$ cat src/pkg/fpro_map.vh
/*
  Constants of the floating result post-processing stage: word layout,
  working widths, guard pattern thresholds and forced result values.
  Assumes inclusion by bare name from the design files only.
*/
`ifndef FPRO_MAP_VH
`define FPRO_MAP_VH

// ***********************************************************************
// word layout
// ***********************************************************************
`define FPRO_EXP_W     10
`define FPRO_MANT_W    28
`define FPRO_GUARD_W   3
`define FPRO_WORK_W    31
`define FPRO_CNT_W     5
`define FPRO_ADD_W     59
`define FPRO_MUL_W     51
`define FPRO_MUL_PAD   8'h00
`define FPRO_PEXP_W    12
`define FPRO_WEXP_W    13

// ***********************************************************************
// field positions inside the widened raw mantissa, sign at the top
// ***********************************************************************
`define FPRO_RAW_TOP   58
`define FPRO_RAW_G30   28
`define FPRO_RAW_STKH  27

// ***********************************************************************
// rounding thresholds and exponent limits (apparent values)
// ***********************************************************************
`define FPRO_HALF_LSB  3'h4
`define FPRO_GUARD_0   3'h0
`define FPRO_EXP_MAX   13'h03ff
`define FPRO_EXP_BIAS  10'h200

// ***********************************************************************
// forced results
// ***********************************************************************
`define FPRO_MAXE      10'h3ff
`define FPRO_MAXP_M    28'h7ffffff
`define FPRO_MAXN_M    28'h8000000
`define FPRO_ZERO_E    10'h000
`define FPRO_ZERO_M    28'h0000000

`endif

$ cat src/hdl/fpro_norm.v
/*
  Normaliser for one working mantissa: shifts left until the bit below
  the sign differs from the sign, and reports the shift count.
  Assumes a two's-complement fraction with the sign in the top bit.
*/
`default_nettype none
`timescale 1ns/1ps

module fpro_norm #(
  parameter W  = 31,
  parameter CW = 5
) (
  // preliminary working mantissa
  input  wire [W-1:0]  raw,
  // normalised mantissa and shift count
  output reg  [W-1:0]  norm,
  output reg  [CW-1:0] count
);

  integer k;
  reg     done;

  // leading sign run; an all-zero input shifts fully out to zero
  always @* begin
    done  = 1'b0;
    count = {CW{1'b0}};
    for (k = W - 2; k >= 0; k = k - 1) begin
      if (!done) begin
        if (raw[k] != raw[W-1]) begin
          done = 1'b1;
        end else begin
          count = count + {{(CW-1){1'b0}}, 1'b1};
        end
      end
    end
    norm = raw << count;
  end

endmodule // fpro_norm

`default_nettype wire

$ cat src/hdl/fpro_post.v
/*
  Post-processing of the floating adder and floating multiplier
  preliminary results: sticky residue, normalisation, half-toward-zero
  rounding or truncation, rounding overflow repair, and exponent
  overflow / underflow clamping with sticky status flags.
  Assumes the instruction control unit presents each preliminary
  result for one cycle with its valid strobe, with a mantissa that has
  not overflowed before rounding, and a 12-bit signed apparent
  exponent.
*/
`default_nettype none
`timescale 1ns/1ps
`include "fpro_map.vh"

module fpro_post (
  // clock and reset
  input  wire                        clock,
  input  wire                        arst_n,
  // floating adder preliminary result
  input  wire                        add_valid,
  input  wire                        add_truncate,
  input  wire [`FPRO_PEXP_W-1:0]     add_exp,
  input  wire [`FPRO_ADD_W-1:0]      add_mant,
  // floating multiplier preliminary result
  input  wire                        mul_valid,
  input  wire [`FPRO_PEXP_W-1:0]     mul_exp,
  input  wire [`FPRO_MUL_W-1:0]      mul_mant,
  // processor status register clear of both flags
  input  wire                        status_clear,
  // final adder result
  output reg                         adder_result_valid,
  output reg  [`FPRO_EXP_W-1:0]      adder_result_exp,
  output reg  [`FPRO_MANT_W-1:0]     adder_result_mant,
  // final multiplier result
  output reg                         multiplier_result_valid,
  output reg  [`FPRO_EXP_W-1:0]      multiplier_result_exp,
  output reg  [`FPRO_MANT_W-1:0]     multiplier_result_mant,
  // processor status register flags
  output reg                         overflow_flag,
  output reg                         underflow_flag
);

  // *********************************************************************
  // unit lanes: index 0 is the adder, index 1 the multiplier
  // *********************************************************************

  // multiplier mantissa padded below so both lanes share one layout
  wire [2*`FPRO_ADD_W-1:0] raw_all;
  wire [1:0]               valid_all;
  wire [1:0]               trunc_all;
  wire [2*`FPRO_PEXP_W-1:0] pexp_all;

  assign raw_all   = {mul_mant, `FPRO_MUL_PAD, add_mant};
  assign valid_all = {mul_valid, add_valid};
  assign trunc_all = {1'b0, add_truncate};  // only the adder truncates
  assign pexp_all  = {mul_exp, add_exp};

  // per-lane final values, flat
  wire [2*`FPRO_EXP_W-1:0]  fin_exp;
  wire [2*`FPRO_MANT_W-1:0] fin_mant;
  wire [1:0]                fin_ovf;
  wire [1:0]                fin_unf;

  genvar i;
  generate
    for (i = 0; i < 2; i = i + 1) begin : g_lane

      // *****************************************************************
      // sticky residue and normalisation
      // *****************************************************************
      wire [`FPRO_ADD_W-1:0]  raw;
      wire [`FPRO_WORK_W-1:0] work;
      wire [`FPRO_WORK_W-1:0] norm;
      wire [`FPRO_CNT_W-1:0]  cnt;

      assign raw = raw_all[i*`FPRO_ADD_W +: `FPRO_ADD_W];

      // bits below guard 30 collapse into it before any shift
      assign work = {raw[`FPRO_RAW_TOP:`FPRO_RAW_G30+1],
                     raw[`FPRO_RAW_G30] |
                     (|raw[`FPRO_RAW_STKH:0])};

      // shift happens ahead of the rounding decision
      fpro_norm #(
        .W  (`FPRO_WORK_W),
        .CW (`FPRO_CNT_W)
      ) u_norm (
        .raw   (work),
        .norm  (norm),
        .count (cnt)
      );

      // *****************************************************************
      // rounding or truncation decision
      // *****************************************************************
      wire [`FPRO_MANT_W-1:0]  q;
      wire [`FPRO_GUARD_W-1:0] g;
      wire                     sgn;
      wire                     inc_rnd;
      wire                     inc_trn;
      wire                     inc;

      assign q   = norm[`FPRO_WORK_W-1:`FPRO_GUARD_W];
      assign g   = norm[`FPRO_GUARD_W-1:0];
      assign sgn = q[`FPRO_MANT_W-1];

      // exactly half an LSB rounds down on the positive side, which is
      // what skews the distribution toward zero
      assign inc_rnd = sgn ? g[`FPRO_GUARD_W-1]
                           : (g > `FPRO_HALF_LSB);
      // truncation toward zero: negatives with any residue step up
      assign inc_trn = sgn & (g != `FPRO_GUARD_0);
      assign inc     = trunc_all[i] ? inc_trn : inc_rnd;

      // *****************************************************************
      // rounding add and mantissa overflow repair
      // *****************************************************************
      wire [`FPRO_MANT_W:0]   sum;
      wire                    movf;
      wire [`FPRO_MANT_W-1:0] rmant;

      assign sum  = {sgn, q} + {{`FPRO_MANT_W{1'b0}}, inc};
      assign movf = sum[`FPRO_MANT_W] ^ sum[`FPRO_MANT_W-1];
      // a carry into the sign moves right one place
      assign rmant = movf ? sum[`FPRO_MANT_W:1]
                          : sum[`FPRO_MANT_W-1:0];

      // *****************************************************************
      // exponent after normalisation and repair
      // *****************************************************************
      wire [`FPRO_WEXP_W-1:0] pexp;
      wire [`FPRO_WEXP_W-1:0] eadj;
      wire                    zero_in;
      wire                    ovf;
      wire                    unf;

      // one extra bit keeps the normalising subtraction from wrapping
      assign pexp = {pexp_all[(i+1)*`FPRO_PEXP_W-1],
                     pexp_all[i*`FPRO_PEXP_W +: `FPRO_PEXP_W]};
      assign eadj = pexp
                  - {{(`FPRO_WEXP_W-`FPRO_CNT_W){1'b0}}, cnt}
                  + {{(`FPRO_WEXP_W-1){1'b0}}, movf};

      // a zero mantissa is exact zero and raises nothing
      assign zero_in = (work == {`FPRO_WORK_W{1'b0}});

      // checks use the final exponent of this lane only
      assign ovf = ~zero_in &
                   ($signed(eadj) > $signed(`FPRO_EXP_MAX));
      assign unf = ~zero_in & eadj[`FPRO_WEXP_W-1];

      // *****************************************************************
      // forced values
      // *****************************************************************
      reg [`FPRO_EXP_W-1:0]  fe;
      reg [`FPRO_MANT_W-1:0] fm;

      always @* begin
        if (ovf) begin
          fe = `FPRO_MAXE;
          fm = rmant[`FPRO_MANT_W-1] ? `FPRO_MAXN_M
                                     : `FPRO_MAXP_M;
        end else if (unf || zero_in) begin
          fe = `FPRO_ZERO_E;
          fm = `FPRO_ZERO_M;
        end else begin
          fe = eadj[`FPRO_EXP_W-1:0];
          fm = rmant;
        end
      end

      // each lane only forces its own word
      assign fin_exp[i*`FPRO_EXP_W +: `FPRO_EXP_W]    = fe;
      assign fin_mant[i*`FPRO_MANT_W +: `FPRO_MANT_W] = fm;
      assign fin_ovf[i] = ovf & valid_all[i];
      assign fin_unf[i] = unf & valid_all[i];
    end
  endgenerate

  // *********************************************************************
  // result registers
  // *********************************************************************

  // one cycle from preliminary strobe to final result
  always @(posedge clock or negedge arst_n) begin
    if (!arst_n) begin
      adder_result_valid      <= 1'b0;
      adder_result_exp        <= `FPRO_ZERO_E;
      adder_result_mant       <= `FPRO_ZERO_M;
      multiplier_result_valid <= 1'b0;
      multiplier_result_exp   <= `FPRO_ZERO_E;
      multiplier_result_mant  <= `FPRO_ZERO_M;
    end else begin
      adder_result_valid      <= add_valid;
      multiplier_result_valid <= mul_valid;
      // results hold between strobes so the consumer may sample late
      if (add_valid) begin
        adder_result_exp  <= fin_exp[`FPRO_EXP_W-1:0];
        adder_result_mant <= fin_mant[`FPRO_MANT_W-1:0];
      end
      if (mul_valid) begin
        multiplier_result_exp  <= fin_exp[2*`FPRO_EXP_W-1:`FPRO_EXP_W];
        multiplier_result_mant <= fin_mant[2*`FPRO_MANT_W-1:`FPRO_MANT_W];
      end
    end
  end

  // *********************************************************************
  // status flags
  // *********************************************************************

  // sticky; a new event in the clear cycle wins so none is lost
  always @(posedge clock or negedge arst_n) begin
    if (!arst_n) begin
      overflow_flag  <= 1'b0;
      underflow_flag <= 1'b0;
    end else begin
      overflow_flag  <= (|fin_ovf) |
                        (overflow_flag & ~status_clear);
      underflow_flag <= (|fin_unf) |
                        (underflow_flag & ~status_clear);
    end
  end

endmodule // fpro_post

`default_nettype wire

$ cat config.mk
export PLATFORM = sky130hd
export DESIGN_NAME = fpro_post
export DESIGN_NICKNAME = d
export VERILOG_FILES = /design/src/hdl/fpro_norm.v /design/src/hdl/fpro_post.v
export VERILOG_INCLUDE_DIRS = /design/src /design/src/pkg
export SDC_FILE = /design/constraint.sdc
export NUM_CORES = 1
export LEC_CHECK = 0
export BUFFER_PORTS_ARGS = -buffer_cell sky130_fd_sc_hd__buf_4
export CORE_MARGIN = 3
export CORE_UTILIZATION = 59
export DETAILED_ROUTE_END_ITERATION = 6
export PLACE_DENSITY = 0.81
export SLEW_MARGIN = 20
export SYNTH_ARGS = -nofsm -noshare
export SYNTH_HDL_FRONTEND = slang
export SYNTH_HIERARCHICAL = 1
export SYNTH_SLANG_ARGS = --single-unit
$ cat constraint.sdc
create_clock -name clock -period 2.3 [get_ports clock]
set_input_delay 0.115 -clock clock [delete_from_list [all_inputs] [get_ports clock]]
set_output_delay 0.115 -clock clock [all_outputs]
set_load 0.01 [all_outputs]
==> run metrics, run 1 <==
Err [ERROR GRT-0116] Global routing finished with congestion. Check the congestion regions in the DRC Viewer.; last stage reached 5_1_grt; Synth Instances between 2000 and 3000; Syn Nets between 2000 and 3000; Placed Cells ~4000; register area share after synthesis 0.106; Ys Warns 6; first-pass GRT wire length 257 mm; Starting Density 0.607; row count 64; clock sinks 80; Place WS -15.96 ns; post-synthesis cell area 18900 um^2; I/O Buffers ~220; Main synth FF type dfrtp_1; Routability Congestion around 1.1; largest net degree at the start of global routing 85; clk buf depth 2; Mapped Avg Cell Area between 7 and 8 um^2; status did not finish; Async S/R FF share, synth 1.00; post-DP HPWL between 60 and 70 mm; H-tree levels 3; GR Overflow Total about 1700; Unique masters post-synth a little over 100; die width 185 um; Inserted Clock Buffers 9; I/O pin count 220; GRT Util Overall 0.940; DIE HEIGHT 185 um; EDFF count, synth 0; Seq cells post-synth 80; Root Buffer clkbuf_16; vias in the first global route between 30000 and 40000
-- per-stage QoR --
stage	TNS, ns	area [um^2]
floorplan	-1172.39	19600
global placement	-1139.91	27300
detailed placement	-1224.25	27300
CTS	-1160.69	29600
-- cells by family after synthesis --
logic type,Yosys count,share of synthesized area
AO/OA/AOI/OAI,694,0.259
XOR/XNOR,196,0.106
adder cells (fa/ha/maj),106,0.0700
buffers and inverters,317,0.0715
flip-flops,80,0.106
multiplexers,180,0.0985
AND/OR/NAND/NOR,1104,0.289
-- synth_stat cells, drive strengths merged, types with 23 or more instances --
cell,number,area share
buf,74,0.023
nand2b,42,0.014
clkbuf,89,0.018
nor2b,23,0.0076
and2,33,0.011
nor2,248,0.051
o221ai,63,0.036
and3,46,0.015
dfrtp,80,0.11
nor4,33,0.012
nand2,341,0.068
o21ai,163,0.044
inv,154,0.031
nand3,105,0.029
mux2,25,0.015
xor2,66,0.034
or2,24,0.0080
nor3,64,0.017
ha,96,0.064
mux2i,155,0.084
xnor2,118,0.057
a31oi,50,0.017
o22ai,37,0.014
or3,33,0.011
nand4,52,0.018
a21oi,137,0.037
-- what timing repair did --
| action | CTS |
|---|---|
| hold endpoints to repair | 50 |
| hold buffers | 1 |
| gates cloned | 7 |
| pin swaps | 137 |
| resized for setup | 147 |
| endpoints found under the setup margin | 78 |
| buffers inserted | 142 |
-- layer usage --
layer,GRT overflow,GRT usage
met1,39,0.871
met2,1168,1.13
met3,27,0.788
met4,476,1.03
met5,6,0.546
==> inputs of run 2 (changes only) <==
Settings changed: CORE_UTILIZATION 59 to 40, PLACE_DENSITY 0.81 to not set, PLACE_DENSITY_LB_ADDON set to 0.15.
==> run 2 against run 1 <==
Effect of this change: the flow now finishes, with violations (negative setup slack); synthesized area unchanged; synthesized cell count unchanged.
==> run metrics, run 2 <==
status finished with violations; failing checks negative setup slack; Unique masters post-synth 101; die area 49800 um^2; clock sinks 80; synth top area cells dfrtp_1 (11%), mux2i_1 (8.1%), nand2_1 (6.8%), ha_1 (6.4%), xnor2_1 (5.2%); P_leak between 15 and 20 nW; CP max-delay cell or4_4; Cell Count, Final, Fillers Out between 4000 and 5000; Worst path most repeated cell ha_1; critical path required time roughly 2.6 ns; Final TNS setup -1150.33 ns; I/O pin count 220; DIE HEIGHT approximately 220 um; row count 78; clk buf depth 2; count leader, synth nand2_1; Worst Max-Slew Pin Slew around 0.8 ns; top post-synthesis cells by count nand2_1 (341), nor2_1 (243), mux2i_1 (153), inv_1 (148), o21ai_0 (145); final setup fails 78; initial antenna violation count 0; vias in the first global route about 25000; via count 25500; first-pass GRT wire length ~130 mm; nets@finish 4131; most common cell after layout, fill and taps aside buf_4; final critical-path share of the clock period 7.53; Async S/R FF share, synth 1.00; Crit. End Element register; GRT Util Overall 0.299; Fill cells roughly 3600; Worst Path Max Fanout 8; CP arrival ~18 ns; Starting Density 0.410; wire per inst 17.7 um; die width approximately 220 um; Syn Nets about 3000; DRT antenna net count 0; EDFF count, synth 0; area share of the largest cell type after synthesis 0.106; Rel. slew slack 0.458; commonest non-fill, non-tap cells in the layout buf_4 (1290), nand2_1 (319), nor2_1 (209); Vias/cell 5.66; crit start category input port; Final Max Slew Viols 0; I/O Buffers about 220; Routability Congestion roughly 0.95; Main synth FF type dfrtp_1; GR Overflow Total 0; CTS tree built; VDD IR max approximately 0.44 mV; area leader, netlist dfrtp_1; skew final 0 ns; post-synthesis cell area about 19000 um^2; RSZ-0062 raised after global routing true; Synth Instances roughly 2700; CP max stage delay approximately 0.53 ns; Clk pin slew, worst setup/hold paths approximately 0.07 ns; Power Total between 0.01 and 0.015 W; Top Registers adder_result_mant: 28 flops, multiplier_result_mant: 28 flops; Syn-to-layout area delta 69.5%; register area share after synthesis 0.106; Crit Path Class in2reg; later-pin clock latency in the skew report 0.36 ns; Seq cells post-synth 80; layout cells sized above 1 0.461; Root Buffer clkbuf_16; Inserted Clock Buffers 9; Ys Warns 6; worst setup margin -15.02 ns; worst hold path type in2reg; Pre-antenna DRT Iters 6; Final Hold Fails 0; maximum clock rate just under 60 MHz; core box area approximately 46000 um^2; post-DP HPWL 59.2 mm; DR DRC count 0; Power Dens Cells 362 nW/um^2; Mapped Avg Cell Area about 7.0 um^2; Max Cap Viol 0; largest net degree at the start of global routing 85; post-route minimum period around 17 ns; H-tree levels 3; drt total wl approximately 80 mm; Placed Cells 4241; drt first-iter violations around 2000
[run 2: area by class of cell]
| cell class | instances | area [um^2] | share of cell area |
|---|---|---|---|
| multi-input cells | 2281 | 17500 | 0.546 |
| repair buffers | 1367 | 10900 | 0.339 |
| inverters | 154 | 588 | 0.0184 |
| flip-flops and latches | 80 | 2000 | 0.0626 |
| clock inverters | 5 | 63.8 | 0.00200 |
| well taps | 600 | 751 | 0.0235 |
| clock buffers | 11 | 253 | 0.00790 |
| diodes | 1 | 2.50 | 0.0000782 |
[run 2: cell families (layout without fill, tap and decap cells)]
logic type | Yosys count | after routing | share of synthesized area
other | 0 | 1 | 0
flip-flops | 80 | 80 | 0.106
AO/OA/AOI/OAI | 694 | 695 | 0.259
XOR/XNOR | 196 | 196 | 0.106
multiplexers | 180 | 180 | 0.0985
adder cells (fa/ha/maj) | 106 | 106 | 0.0700
buffers and inverters | 317 | 1537 | 0.0715
AND/OR/NAND/NOR | 1104 | 1104 | 0.289
[run 2: repair_timing]
action | CTS | global route
gates resized for setup | 184 | 148
hold buffers | 2 | 0
endpoints found under the hold margin | 42 | 0
pin swaps | 142 | 118
setup buffers | 209 | 44
gates cloned | 11 | 1
endpoints found under the setup margin | 78 | 78
[run 2: worst paths after layout]
path | startpoint | to | slack (ns) | cells past startpoint
worst max-delay path | add_mant[58] | adder_result_mant[23] | -15.02 | 100
worst min-delay path | mul_valid | multiplier_result_mant[1] | 0.18 | 2
worst max register to register | overflow_flag | overflow_flag | 1.40 | 2
worst min register to register | adder_result_exp[7] | adder_result_exp[7] | 0.50 | 1
max in group asynchronous | arst_n | adder_result_mant[7] | 1.28 | 3
min in group asynchronous | arst_n | adder_result_exp[7] | 0.30 | 2
[run 2: critical path, delay by kind of cell]
family,cells,cell delay (ns)
mux,7,1.44
buf+inv,11,1.58
compound gates,26,4.35
simple gates,36,5.17
fa+ha+maj,16,4.19
xor+xnor,4,0.72
[run 2: per-layer routing]
metal,global-route usage,vias up,wire length (um)
met1,0.384,12100,34300
met5,0,-,0
li1,-,12300,-
met4,0.0831,0,2230
met2,0.521,872,38500
met3,0.0441,191,4570
[run 2: stage by stage]
step | worst slack, ns | area [um^2] | hold WS, ns | utilization
final | -15.02 | 32000 | 0.175 | 0.696
after global routing | -15.83 | 32000 | 0.179 | 0.696
after CTS | -14.72 | 31000 | 0.161 | 0.675
after detailed placement | -15.87 | 28100 | 0.158 | 0.611
after global placement | -15.64 | 28100 | 0.139 | 0.611
after floorplan | -15.36 | 19600 | -0.181 | -
[run 2: power breakdown]
part           switching [W]  internal, W  total (W)  leakage [nW]
Clock               0.000658     0.000908    0.00157         0.152
Sequential          0.000158      0.00164    0.00180          1.05
Combinational        0.00400      0.00422    0.00822          14.0
Note: power is estimated with default switching activity, not from simulation.
==> inputs of run 3 (changes only) <==
Settings changed: BUFFER_PORTS_ARGS -buffer_cell sky130_fd_sc_hd__buf_4 to -buffer_cell sky130_fd_sc_hd__clkbuf_2, PLACE_DENSITY_LB_ADDON 0.15 to not set, TNS_END_PERCENT set to 20.
==> run 3 against run 2 <==
Effect of this change: critical path depth unchanged; combinational power fell by 10%; setup slack gained 0.19 ns; clock-buffer cell count decreased by 1; largest cell class unchanged; worst hold slack got worse by 0.14 ns; total power shrank 6.3%; register-to-register slack about the same; sequential share of layout area up 0.49 points; the flow still finishes with violations (negative setup slack); global-route usage fell by 2.1 points.
==> run metrics, run 3 (same netlist as run 2, synthesis figures left out) <==
post-route minimum period roughly 17 ns; DR DRC count 0; final setup fails approximately 80; via count about 25000; Top Layer Used met5; Inserted Clock Buffers 9; nets@finish about 4000; row count just under 80; largest net degree at the start of global routing 85; worst setup margin -14.83 ns; Final TNS setup -1148.41 ns; WL met1 around 31 mm; Cell Count, Final, Fillers Out between 4000 and 5000; Pre-antenna DRT Iters 7; Fill cells slightly below 4000; core box area between 40000 and 50000 um^2; DIE HEIGHT between 200 and 250 um; crit start category input port; final critical-path share of the clock period 7.45; Vias/cell ~5.6; RSZ-0062 raised after global routing true; H-tree levels 3; Critical path origin mul_mant[50]; drt first-iter violations between 1500 and 2000; Worst Path Max Fanout 6; layout cells sized above 1 0.426; CP arrival 17.35 ns; Critical Path End overflow_flag; Final Hold Fails 0; hold path startpoint status_clear; Routability Congestion a little under 1; r2r startpoint overflow_flag; Power Total 0.0108 W; die area ~50000 um^2; CTS tree built; CP max-delay cell or3b_4; vias in the first global route roughly 24000; DRT antenna net count 0; Reg2Reg Depth 2; wire per inst approximately 17 um; P_leak roughly 14 nW; clk buf depth 2; Crit Path Class in2reg; drt total wl 74.0 mm; Syn-to-layout area delta 57.3%; Crit. End Element register; register-to-register setup slack around 1.4 ns; Clk pin slew, worst setup/hold paths 0.06 ns; critical path required time ~2.5 ns; Worst Max-Slew Pin Slew just under 0.8 ns; RR Endpoint overflow_flag; post-DP HPWL approximately 59 mm; Power Dens Cells around 370 nW/um^2; GR Overflow Total 0; # diodes 0; failing checks negative setup slack; Placed Cells ~4200; Rel. slew slack 0.474; met2 WL roughly 37 mm; initial antenna violation count 7; Root Buffer clkbuf_16; I/O pin count 220; CP max stage delay 0.41 ns; Final Max Slew Viols 0; die width between 200 and 250 um; VDD IR max ~0.37 mV; Hold WS between 0.03 and 0.04 ns; status finished with violations; met3 WL post-DR 3.81 mm; maximum clock rate roughly 58 MHz; worst hold path type in2reg; first-pass GRT wire length 118 mm; Worst path most repeated cell ha_4; commonest non-fill, non-tap cells in the layout buf_4 (968), nand2_1 (325), nor2_1 (222); most common cell after layout, fill and taps aside buf_4; Top Registers adder_result_mant: 28 flops, multiplier_result_mant: 28 flops; GRT Util Overall 0.278; Max Cap Viol 0; I/O Buffers between 200 and 250; clock sinks 80; later-pin clock latency in the skew report around 0.35 ns; Starting Density 0.410; skew final 0 ns
-- run 3: how the worst min path moves through the flow --
stage	to	slack (ns)	depth (start not counted)
floorplan	adder_result_exp[0]	-0.18	0
global placement	adder_result_mant[27]	0.007	1
detailed placement	adder_result_mant[13]	0.02	1
CTS	underflow_flag	0.03	2
global route	underflow_flag	0.04	2
finish	underflow_flag	0.04	2
-- run 3: routing by layer --
layer	global-route usage	up-vias
met5	0	-
met4	0.0691	12
met3	0.0357	155
met2	0.498	734
met1	0.353	11700
li1	-	12000
-- run 3: per-stage QoR --
stage	util	setup slack (ns)	area, um^2
final	0.645	-14.83	29700
after floorplan	-	-15.36	19300
after global placement	0.590	-15.71	27100
after CTS	0.625	-14.69	28700
after global routing	0.645	-15.76	29700
after detailed placement	0.590	-16.03	27100
-- run 3: power by group --
group	leakage, nW	internal [W]	switching [W]
clock network	0.159	0.00106	0.000638
registers	1.05	0.00164	0.000149
logic	12.9	0.00365	0.00371
-- run 3: layout make-up --
type / count / area [um^2] / area share
multi-input combinational: 2280 / 17000 / 0.573
timing repair buffer: 1227 / 9010 / 0.304
sequential: 80 / 2000 / 0.0675
tap: 600 / 751 / 0.0253
inverter: 154 / 581 / 0.0196
clock buffer: 10 / 229 / 0.00772
clock inverter: 5 / 106 / 0.00358
-- run 3: timing repair --
action,in CTS,in global routing
endpoints found under the hold margin,29,0
hold buffers,1,0
gates cloned,6,3
buffers inserted,84,36
endpoints found under the setup margin,78,78
pin swaps,91,142
resized for setup,115,158
-- run 3: critical path, delay by kind of cell --
| family | cells | cell delay [ns] |
|---|---|---|
| compound gates | 28 | 4.77 |
| xor+xnor | 3 | 0.60 |
| fa+ha+maj | 17 | 4.32 |
| buf+inv | 8 | 0.67 |
| mux | 6 | 1.22 |
| simple gates | 38 | 5.59 |
